==> src/core/npr_pkg.sv <==
// constants shared by the nonce, pause and random command block
package npr_pkg;

    // ------------------------------------------------------------
    // command opcodes and mode fields
    // ------------------------------------------------------------
    localparam logic [7:0]  OPC_PAUSE       = 8'h01;
    localparam logic [7:0]  OPC_NONCE       = 8'h16;
    localparam logic [7:0]  OPC_RANDOM      = 8'h1B;
    localparam logic [1:0]  MODE_INVALID    = 2'h2;
    localparam logic [1:0]  MODE_PASS       = 2'h3;

    // ------------------------------------------------------------
    // lengths and answer codes
    // ------------------------------------------------------------
    localparam logic [5:0]  LEN_NONCE_HASH  = 6'h14;
    localparam logic [5:0]  LEN_NONCE_PASS  = 6'h20;
    localparam logic [5:0]  LEN_RANDOM_OUT  = 6'h20;
    localparam logic [5:0]  LEN_ONE_BYTE    = 6'h01;
    localparam logic [3:0]  RAND_WORDS      = 4'h8;
    localparam logic [7:0]  CODE_OK         = 8'h00;
    localparam logic [7:0]  CODE_PARAM      = 8'h03;
    localparam logic [7:0]  CODE_EXEC       = 8'h0F;

    // ------------------------------------------------------------
    // random source values after reset and while unlocked, refresh length and endurance defaults
    // ------------------------------------------------------------
    localparam logic [31:0] TEST_WORD       = 32'h0000FFFF;
    localparam logic [31:0] SEED_RESET      = 32'h00000001;
    localparam int          REFRESH_CYC_DEF = 16;
    localparam int          ENDURANCE_DEF   = 1000;

    // ------------------------------------------------------------
    // register offsets and field positions
    // ------------------------------------------------------------
    localparam logic [3:0]  ADDR_CTRL       = 4'h0;
    localparam logic [3:0]  ADDR_STATUS     = 4'h1;
    localparam logic [3:0]  ADDR_DIGEST0    = 4'h2;
    localparam logic [3:0]  ADDR_DIGEST7    = 4'h9;
    localparam int          CTRL_LOCK_BIT   = 0;
    localparam int          CTRL_WAKE_BIT   = 1;
    localparam int          CTRL_SEL_LSB    = 8;
    localparam int          ST_VALID_BIT    = 0;
    localparam int          ST_ORIGIN_BIT   = 1;
    localparam int          ST_IDLE_BIT     = 2;
    localparam int          ST_STALE_BIT    = 3;
    localparam int          ST_USABLE_BIT   = 4;
    localparam int          ST_ENDUR_LSB    = 16;

    typedef enum logic [2:0] {
        ST_READY,
        ST_REFRESH,
        ST_GEN,
        ST_HASH,
        ST_SEND,
        ST_IDLE
    } npr_state_t;

endpackage

==> src/core/npr_command_core.sv <==
// nonce, pause and random command execution with its register port
//
// The strobed register port and the placing of the registers are this design's own decisions.
`timescale 1ns/1ps

module npr_command_core
    import npr_pkg::*;
#(
    parameter int REFRESH_CYCLES  = REFRESH_CYC_DEF,
    parameter int ENDURANCE_LIMIT = ENDURANCE_DEF
) (
    // clock and reset
    input  wire logic         ref_clk,
    input  wire logic         rst,
    // command from the serial front end
    input  wire logic         cmdValid,
    output logic              cmdReady,
    input  wire logic [7:0]   cmdOpcode,
    input  wire logic [7:0]   firstParameter,
    input  wire logic [15:0]  secondParameter,
    input  wire logic [5:0]   hostInputLen,
    input  wire logic [255:0] hostInputValue,
    // response byte stream
    output logic              respValidQ,
    output logic [7:0]        respByteQ,
    output logic              respLastQ,
    // hardware generator and hash engine
    input  wire logic [31:0]  trngWord,
    output logic              shaStartQ,
    output logic [439:0]      shaMessageQ,
    input  wire logic         shaDone,
    input  wire logic [255:0] shaDigest,
    // digest state seen by later commands, and the idle flag
    output logic              digestValidQ,
    output logic              digestOriginFlagQ,
    output logic              digestKeyUsable,
    output logic              deviceIdle,
    // register port
    input  wire logic [3:0]   regAddr,
    input  wire logic [31:0]  regWdata,
    input  wire logic         regWrite,
    input  wire logic         regRead,
    output logic [31:0]       regRdataQ
);

    // ------------------------------------------------------------
    // state and storage
    // ------------------------------------------------------------
    npr_state_t        stateQ;
    logic [7:0]        opcodeQ;
    logic [7:0]        modeQ;
    logic [7:0]        codeQ;
    logic              sendRandQ;
    logic [5:0]        sendLenQ;
    logic [5:0]        sendIdxQ;
    logic [3:0]        genIdxQ;
    logic [15:0]       refreshCntQ;
    logic [31:0]       seedQ;
    logic              seedStaleQ;
    logic [15:0]       enduranceQ;
    logic [31:0]       randBuf [0:7];
    logic [255:0]      digestQ;
    logic [159:0]      nonceInputQ;
    logic [15:0]       secondParamQ;
    logic              configLockedQ;
    logic [7:0]        selectorQ;
    logic              wakeQ;

    // ------------------------------------------------------------
    // command checks
    // ------------------------------------------------------------
    logic accept;
    logic nonceBad;
    logic randomBad;
    logic pauseBad;
    logic needRefresh;
    logic exhausted;
    logic [31:0] genWord;
    logic [31:0] sendWord;

    // seed stepping shared by refresh and generation
    function automatic logic [31:0] seedMix(input logic [31:0] s, input logic [31:0] t);
        seedMix = {s[30:0], s[31] ^ s[21] ^ s[1] ^ s[0]} ^ t;
    endfunction

    assign cmdReady        = (stateQ == ST_READY);
    assign accept          = cmdValid && cmdReady;
    assign deviceIdle      = (stateQ == ST_IDLE);
    // a pass-through digest cannot serve as a key source
    assign digestKeyUsable = digestValidQ && digestOriginFlagQ;

    // parameter checks per opcode
    assign nonceBad  = (firstParameter[7:2] != 6'h00) || (firstParameter[1:0] == MODE_INVALID)
                     || (secondParameter != 16'h0000)
                     || (hostInputLen != ((firstParameter[1:0] == MODE_PASS) ? LEN_NONCE_PASS
                                                                            : LEN_NONCE_HASH));
    assign randomBad = (firstParameter[7:1] != 7'h00) || (secondParameter != 16'h0000)
                     || (hostInputLen != 6'h00);
    assign pauseBad  = (secondParameter != 16'h0000) || (hostInputLen != 6'h00);

    // mode bit zero clear asks for a refresh when the seed is stale
    assign needRefresh = !firstParameter[0] && seedStaleQ;
    assign exhausted   = (enduranceQ >= 16'(ENDURANCE_LIMIT));

    // generator word: test pattern until configuration is locked
    assign genWord  = configLockedQ ? seedMix(seedQ, trngWord) : TEST_WORD;
    assign sendWord = randBuf[sendIdxQ[4:2]];

    // ------------------------------------------------------------
    // command sequencing
    // ------------------------------------------------------------
    always_ff @(posedge ref_clk) begin
        if (rst) begin
            stateQ      <= ST_READY;
            codeQ       <= CODE_OK;
            sendRandQ   <= 1'b0;
            sendLenQ    <= 6'h00;
            sendIdxQ    <= 6'h00;
            genIdxQ     <= 4'h0;
            refreshCntQ <= 16'h0000;
        end else begin
            unique case (stateQ)
                ST_READY: begin
                    sendIdxQ  <= 6'h00;
                    genIdxQ   <= 4'h0;
                    sendRandQ <= 1'b0;
                    sendLenQ  <= LEN_ONE_BYTE;
                    codeQ     <= CODE_OK;
                    refreshCntQ <= 16'(REFRESH_CYCLES - 1);
                    if (accept) begin
                        if (cmdOpcode == OPC_NONCE || cmdOpcode == OPC_RANDOM) begin
                            if ((cmdOpcode == OPC_NONCE) ? nonceBad : randomBad) begin
                                codeQ  <= CODE_PARAM;
                                stateQ <= ST_SEND;
                            end else if (cmdOpcode == OPC_NONCE && firstParameter[1:0] == MODE_PASS) begin
                                stateQ <= ST_SEND; // single zero byte
                            end else if (needRefresh && exhausted) begin
                                codeQ  <= CODE_EXEC;
                                stateQ <= ST_SEND;
                            end else if (needRefresh) begin
                                stateQ <= ST_REFRESH;
                            end else begin
                                stateQ <= ST_GEN;
                            end
                        end else if (cmdOpcode == OPC_PAUSE) begin
                            if (pauseBad) begin
                                codeQ  <= CODE_PARAM;
                                stateQ <= ST_SEND;
                            end else if (firstParameter != selectorQ) begin
                                stateQ <= ST_IDLE; // idle only, no answer
                            end else begin
                                stateQ <= ST_SEND; // answer zero
                            end
                        end else begin
                            codeQ  <= CODE_PARAM;
                            stateQ <= ST_SEND;
                        end
                    end
                end
                ST_REFRESH: begin
                    refreshCntQ <= refreshCntQ - 16'h0001;
                    if (refreshCntQ == 16'h0000) begin
                        stateQ <= ST_GEN;
                    end
                end
                ST_GEN: begin
                    genIdxQ <= genIdxQ + 4'h1;
                    if (genIdxQ == RAND_WORDS - 4'h1) begin
                        sendRandQ <= 1'b1;
                        sendLenQ  <= LEN_RANDOM_OUT;
                        stateQ    <= (opcodeQ == OPC_NONCE) ? ST_HASH : ST_SEND;
                    end
                end
                ST_HASH: begin
                    if (shaDone) begin
                        stateQ <= ST_SEND;
                    end
                end
                ST_SEND: begin
                    sendIdxQ <= sendIdxQ + 6'h01;
                    if (sendIdxQ == sendLenQ - 6'h01) begin
                        stateQ <= ST_READY;
                    end
                end
                ST_IDLE: begin
                    if (wakeQ) begin
                        stateQ <= ST_READY;
                    end
                end
            endcase
        end
    end

    // latch of the accepted command fields
    always_ff @(posedge ref_clk) begin
        if (rst) begin
            opcodeQ      <= 8'h00;
            modeQ        <= 8'h00;
            secondParamQ <= 16'h0000;
            nonceInputQ  <= '0;
        end else if (accept) begin
            opcodeQ      <= cmdOpcode;
            modeQ        <= firstParameter;
            secondParamQ <= secondParameter;
            nonceInputQ  <= hostInputValue[159:0];
        end
    end

    // ------------------------------------------------------------
    // seed, refresh endurance and random words
    // ------------------------------------------------------------
    always_ff @(posedge ref_clk) begin
        if (rst) begin
            seedQ      <= SEED_RESET;
            seedStaleQ <= 1'b1;
            enduranceQ <= 16'h0000;
        end else if (stateQ == ST_REFRESH && refreshCntQ == 16'h0000) begin
            seedQ      <= seedMix(seedQ, trngWord);
            seedStaleQ <= 1'b0;
            enduranceQ <= enduranceQ + 16'h0001;
        end else if (stateQ == ST_GEN) begin
            seedQ      <= seedMix(seedQ, trngWord);
            seedStaleQ <= 1'b1;
        end
    end

    // random buffer, one word per generation cycle
    always_ff @(posedge ref_clk) begin
        if (stateQ == ST_GEN) begin
            randBuf[genIdxQ[2:0]] <= genWord;
        end
    end

    // ------------------------------------------------------------
    // hash request and digest register
    // ------------------------------------------------------------
    always_ff @(posedge ref_clk) begin
        if (rst) begin
            shaStartQ   <= 1'b0;
            shaMessageQ <= '0;
        end else begin
            shaStartQ <= (stateQ == ST_GEN) && (genIdxQ == RAND_WORDS - 4'h1) && (opcodeQ == OPC_NONCE);
            if (stateQ == ST_GEN && genIdxQ == RAND_WORDS - 4'h1) begin
                shaMessageQ <= {randBuf[0], randBuf[1], randBuf[2], randBuf[3], randBuf[4], randBuf[5],
                                randBuf[6], genWord, nonceInputQ, OPC_NONCE, modeQ, secondParamQ[7:0]};
            end
        end
    end

    always_ff @(posedge ref_clk) begin
        if (rst) begin
            digestQ           <= '0;
            digestValidQ      <= 1'b0;
            digestOriginFlagQ <= 1'b0;
        end else if (accept && cmdOpcode == OPC_NONCE && !nonceBad && firstParameter[1:0] == MODE_PASS) begin
            digestQ           <= hostInputValue;
            digestValidQ      <= 1'b1;
            digestOriginFlagQ <= 1'b0;
        end else if (stateQ == ST_HASH && shaDone) begin
            digestQ           <= shaDigest;
            digestValidQ      <= 1'b1;
            digestOriginFlagQ <= 1'b1;
        end
    end

    // ------------------------------------------------------------
    // response byte stream
    // ------------------------------------------------------------
    always_ff @(posedge ref_clk) begin
        if (rst) begin
            respValidQ <= 1'b0;
            respByteQ  <= 8'h00;
            respLastQ  <= 1'b0;
        end else begin
            respValidQ <= (stateQ == ST_SEND);
            respLastQ  <= (stateQ == ST_SEND) && (sendIdxQ == sendLenQ - 6'h01);
            respByteQ  <= (stateQ != ST_SEND) ? 8'h00 :
                          sendRandQ ? sendWord[{sendIdxQ[1:0], 3'b000} +: 8] : codeQ;
        end
    end

    // ------------------------------------------------------------
    // register port
    // ------------------------------------------------------------
    always_ff @(posedge ref_clk) begin
        if (rst) begin
            configLockedQ <= 1'b0;
            selectorQ     <= 8'h00;
            wakeQ         <= 1'b0;
        end else begin
            wakeQ <= regWrite && (regAddr == ADDR_CTRL) && regWdata[CTRL_WAKE_BIT];
            if (regWrite && regAddr == ADDR_CTRL) begin
                configLockedQ <= regWdata[CTRL_LOCK_BIT];
                selectorQ     <= regWdata[CTRL_SEL_LSB +: 8];
            end
        end
    end

    // read data stand only in the cycle after the strobe
    always_ff @(posedge ref_clk) begin
        if (rst || !regRead) begin
            regRdataQ <= 32'h00000000;
        end else if (regAddr == ADDR_CTRL) begin
            regRdataQ <= {16'h0000, selectorQ, 7'h00, configLockedQ};
        end else if (regAddr == ADDR_STATUS) begin
            regRdataQ <= {enduranceQ, 11'h000, digestKeyUsable, seedStaleQ, deviceIdle,
                          digestOriginFlagQ, digestValidQ};
        end else if (regAddr >= ADDR_DIGEST0 && regAddr <= ADDR_DIGEST7) begin
            regRdataQ <= digestQ[{3'(regAddr - ADDR_DIGEST0), 5'h00} +: 32];
        end else begin
            regRdataQ <= 32'h00000000;
        end
    end

    // ------------------------------------------------------------
    // assertions
    // ------------------------------------------------------------
    // cycles spent in the current seed refresh, counted apart from the sequencer
    logic [15:0] refreshRunQ;

    always_ff @(posedge ref_clk) begin
        if (rst || stateQ != ST_REFRESH) begin
            refreshRunQ <= 16'h0000;
        end else begin
            refreshRunQ <= refreshRunQ + 16'h0001;
        end
    end
endmodule

==> config.mk <==
export PLATFORM = sky130hd
export DESIGN_NAME = npr_command_core
export DESIGN_NICKNAME = d
export VERILOG_FILES = /design/src/core/npr_pkg.sv /design/src/core/npr_command_core.sv
export SDC_FILE = /design/constraint.sdc
export NUM_CORES = 2
export LEC_CHECK = 0
export ABC_AREA = 1
export BUFFER_PORTS_ARGS = -buffer_cell sky130_fd_sc_hd__buf_2
export CORE_AREA = 2 2 435 437
export CTS_CLUSTER_DIAMETER = 30
export DETAILED_ROUTE_END_ITERATION = 8
export DIE_AREA = 0 0 437 439
export GPL_ROUTABILITY_DRIVEN = 0
export PLACE_DENSITY = 0.46
export SKIP_CTS_REPAIR_TIMING = 1
export SLEW_MARGIN = 30
export SYNTH_ARGS = -nofsm -noshare
export SYNTH_HDL_FRONTEND = slang
export SYNTH_SLANG_ARGS = --single-unit
==> constraint.sdc <==
create_clock -name ref_clk -period 4.5 [get_ports ref_clk]
set_input_delay 0.225 -clock ref_clk [delete_from_list [all_inputs] [get_ports ref_clk]]
set_output_delay 0.225 -clock ref_clk [all_outputs]
set_load 0.05 [all_outputs]
# Yosys cells after proc, flatten, opt, wreduce, memory -nomap -nowiden
# Memory sizes are Yosys's and may differ from the RTL's. A register that Yosys moved wholly into a read port is not among the register bits.
# Index checks and enable logic that the tools add are counted.
# totals
n_memories	1
mem_bits_rw	256
output_inout_bits	488
word_cells	162
ff_bits	1023
in_bits	624
# op_classes
n_eq_ne	23
reduce_logical	45
addsub	6
magnitude_cmp	3
bitwise_logic	5
n_shift	2
n_mux	49
# memory_table
memory	depth	word_bits	read_ports	rd_clocked_by_memory_dff	write_ports	line	text
randBuf	8	32	8	8	1	npr_command_core.sv:61	logic [31:0] randBuf [0:7];
# ops
op	n
$mux 256	2
$shiftx 256x9->32	1
$mux 32	5
$mux 3	14
$mux 8	4
$pmux 16 s2	1
$shiftx 32x6->8	1
$xor 32x32->32	1
$eq 8x5->1 const B	3
$pmux 6 s2	2
$pmux 3 s6	1
$add 16x1->16 const B	1
$ge 16x10->1 const B	1
$logic_and 1x1->1	16
$logic_not 16->1	1
$mux 16	1
$reduce_bool 16->1	1
$sub 16x1->16 const B	1
$mux 4	3
$mux 6	2
$reduce_bool 6->1	2
$mux 1	10
$ne 2x1->1 const B	5
$reduce_bool 2->1	5
other kinds (32)	49

# Longest topological paths before layout
# depth
word_depth	9
ltp_mapped	12
depth_no_buf	12

# Least setup slack after synthesis
# OpenSTA, ideal clock, no wires.
# synth_path
path_kind	register to register
from	register stateQ[1]
to	memory randBuf[0][0] (enable)
required_time_ps	4079
path_slack_ps	1758
stages_incl_launch_ff	7
arrival_time_ps	2321
path_buffers	0
period_less_slack_ps	2742
setup_time_ps	421
path_cell_list	dfxtp_1 inv_2 nor2_2 nand2_1 inv_2 nand2_1 nor2_1
# synth_between
elab_chain_cells	3
# synth_lines
item	line	text
start, declared	npr_command_core.sv:49	npr_state_t stateQ;
start signal, assigned	npr_command_core.sv:171	stateQ <= (opcodeQ == OPC_NONCE) ? ST_HASH : ST_SEND;
$eq 3x2->1	npr_command_core.sv:229	if (stateQ == ST_GEN) begin
$mux 1	npr_command_core.sv:229	
$mux 1 (not written as such)	npr_command_core.sv:230	randBuf[genIdxQ[2:0]] <= genWord;
end, declared	npr_command_core.sv:61	
# Every way passes these cells.

# Worst setup path after layout
# layout_path
from	register stateQ[0]
to	register digestQ[137]
# layout_between
elab_chain_cells	6
elab_cells_between_ends	9
classes_between	1 x eq/ne; 1 x mux; 7 x reduce/logical
# layout_lines
item	line	text
$logic_not 3->1	npr_command_core.sv:86	assign cmdReady = (stateQ == ST_READY);
$logic_and 1x1->1	npr_command_core.sv:87	assign accept = cmdValid && cmdReady;
$logic_and 1x1->1 (3 in a row)	npr_command_core.sv:255	end else if (accept && cmdOpcode == OPC_NONCE && !nonceBad && firstParameter[1:0] == MODE_PASS) begin
$mux 256 / $reduce_bool 2->1 (equally long branches)	n/a	
end signal, assigned	npr_command_core.sv:256	digestQ <= hostInputValue;
end signal, assigned	npr_command_core.sv:260	digestQ <= shaDigest;
end, declared	npr_command_core.sv:62	logic [255:0] digestQ;
# Several ways; a longest one is shown, not always the timed one.
# A chain may end at the register's enable or synchronous reset.

==> results.py <==
metrics = {
    "synth": {
        "async_flop_share_pct": 0,
        "synth-seq-cells": 1269,
        "synth_flop_cell": "dfxtp_1",
        "synth.distinct_cells": 47,
        "syn_area_um2": 51000,
        "synth_edf_count": 256,
        "yosysSeqAreaShare_pct": 54.9,
        "synthCells": 6195,
        "avgSynthCellArea_um2": 8.22,
        "yosys_warnings": 0,
    },
    "worst_setup_path": {
        "worstPathRequired_ps": 5280,
        "critPathCapture": "digestQ[137]$_SDFFE_PP0P_",
        "r2r-start": "stateQ[0]$_SDFFE_PP0P_",
        "worstSetupStartpoint": "stateQ[0]$_SDFFE_PP0P_",
        "rr_endpoint": "digestQ[137]$_SDFFE_PP0P_",
        "reg2regPathDepth": 11,
        "critPathMaxStageDelay_ps": 860,
        "cp_cell_sequence": "inv_2 > nand2_2 > nor2_4 > nand2_8 > inv_6 > nand3_4 > buf_12 > buf_4 > nand3_1 > o211a_1 > dlygate4sd3_1",
        "cp_max_fo": 144,
        "arrival_ps": 4620,
        "critPathSlowestCell": "buf_4",
        "start_kind": "register",
        "critPathKind": "reg2reg",
        "end_kind": "register",
        "rrSetupSlack_ps": 660,
    },
    "timing": {
        "skew_ps": 70.9,
        "maxSlewViolCount": 0,
        "finalCritPeriodShare_pct": 85.3,
        "fin_crit_ps": 3840,
        "rsz0062_at_grt": "no",
        "setup_viol": 0,
        "slew_headroom_pct": 33.3,
        "max_freq_mhz": 261,
        "fin_tns_setup_ps": 0,
        "final-hold-violation-count": 3,
        "holdWs_ps": -8.16,
        "tightest_slew_ps": 1000,
    },
    "detailed_routing": {
        "ant_nets": 0,
        "vias": 53000,
        "drt_first_pass_iters": 6,
        "drc": 0,
        "drt-initial-drc-count": 4285,
        "via_per_inst": 4.95,
        "wl_um": 270000,
        "post_drt_wl_per_cell_um": 25.3,
    },
    "global_routing": {
        "grt_max_degree": 192,
        "grt_pass1_vias": 48100,
        "grtUsageTotal_pct": 26.5,
        "antenna_found_initial": 93,
        "grt_pass1_wl_um": 363000,
        "grt.overflow.total": 0,
    },
    "placement": {
        "place_area_um2": 58700,
        "dp_hpwl_um": 194000,
        "io_buffers": 1084,
    },
    "min_path": {
        "hold_class": "in2reg",
        "holdPathStages": 4,
        "worstHoldStart": "regWrite",
    },
    "floorplan": {
        "io-pin-count": 1112,
        "initial_utilization_pct": 27.2,
        "die_w_um": 437,
        "fp.dieH_um": 439,
        "rows": 159,
        "core-area_um2": 187000,
        "die_area_um2": 192000,
    },
    "pwr": {
        "ir_drop_uv": 395,
        "leakagePower_nw": 34.2,
        "powerDensity_nw_per_um2": 533,
    },
    "clock_network": {
        "cts_max_level": 5,
        "cts_buffers": 346,
        "ctsLongestPathBuffers": 4,
        "cts-root-buf": "clkbuf_16",
        "insertion_delay_ps": 950,
        "path_clk_slew_ps": 50,
        "cts.sinks": 1269,
        "cts_tree": "done",
    },
    "final_layout": {
        "final_area_um2": 76400,
        "final_common_cell": "nand2_1",
        "multi_input_area_um2": 20700,
        "nFillCells": 19100,
        "utilization_pct": 40.9,
        "nets": 8496,
        "area_growth_pct": 50.0,
        "ff_latch_area_um2": 28000,
        "final_cell_mix": "nand2_1 (1,315), nor2_1 (1,129), buf_2 (1,081)",
        "drive_gt1_share_pct": 21.8,
    },
    "run": {
        "max_cap_violations": 0,
    },
    "outcome": {
        "violations": "hold timing",
        "status": "finished, violations left",
    },
}
## registers in the layout, summed over array words and instances (netlist names), 2 cells and up, named ones only
| register | flops |
|---|---|
| codeQ | 2 |
| digestQ | 256 |
| enduranceQ | 16 |
| genIdxQ | 4 |
| modeQ | 8 |
| nonceInputQ | 160 |
| opcodeQ | 8 |
| randBuf | 256 |
| refreshCntQ | 16 |
| regRdataQ | 32 |
| respByteQ | 8 |
| secondParamQ | 8 |
| seedQ | 32 |
| selectorQ | 8 |
| sendIdxQ | 6 |
| shaMessageQ | 433 |
| stateQ | 3 |
## metrics by stage
stage               total power, W  setup WS [ps]  instances
detailed placement          0.0166           1120       9400
CTS                         0.0406           1080      10000
global placement            0.0166           1160       9395
floorplan                   0.0148           1760       6199
global route                0.0420            532      10700
finish                      0.0408            664      10700
## cell type report
cell class / instances / area share [%]
repair buffers: 1792 / 16.4
well taps: 2495 / 4.08
inverters: 126 / 0.658
multi-input cells: 4331 / 27.1
clock inverters: 129 / 1.83
clock buffers: 484 / 13.1
flip-flops and latches: 1269 / 36.6
diodes: 71 / 0.232
## synthesized netlist by cell type (all sizes together) (25+ instances only)
cell type | n | share of area (%)
clkbuf | 334 | 2.5
o21ai | 633 | 6.2
inv | 122 | 0.90
buf | 139 | 1.4
dfxtp | 1013 | 40
nor2 | 1145 | 8.5
xor2 | 25 | 0.43
o211a | 235 | 4.6
a21oi | 300 | 2.9
nor3 | 34 | 0.36
xnor2 | 29 | 0.50
edfxtp | 256 | 15
nand3 | 427 | 4.2
nand2 | 1320 | 9.7
o221ai | 93 | 1.6
## worst min-delay path by stage
stage                                               to  slack, ps
after floorplan                       wakeQ$_SDFF_PP0_        350
after global placement         genIdxQ[3]$_SDFFE_PP0P_        450
after detailed placement  secondParamQ[7]$_SDFFE_PP0P_        450
after CTS                    digestQ[238]$_SDFFE_PP0P_       -570
after global routing         selectorQ[3]$_SDFFE_PP0P_         -1
final                        selectorQ[0]$_SDFFE_PP0P_         -8
## layer usage
metal	vias up	routed length (um)	track usage (%)
li1	24400	-	-
met1	25700	102000	29.8
met2	2310	132000	45.0
met3	602	18400	6.62
met4	32	17200	16.1
met5	-	189	0
## worst max-delay path: cells and delay by family, from the launching register on
kind	cells	cell delay (ps)
and+or+nand+nor	5	800
DFF	1	440
buffers and inverters	5	2060
AOI/OAI and AO/OA	1	170
## cell families after synthesis
logic type	after synthesis	share of synthesized area, %
xor gates and xnor gates	54	0.928
buffers and inverters	599	4.80
and+or+nand+nor	2962	23.2
other	1	0.00736
AOI/OAI and AO/OA	1304	16.0
adders and majority gates	6	0.147
DFF	1269	54.9
## where the power goes
part           total [W]  switching [W]  internal [W]
logic            0.00413        0.00281       0.00132
registers         0.0127       0.000400        0.0123
clock network     0.0239        0.00723        0.0167
Power figures use the tool's default switching activity.
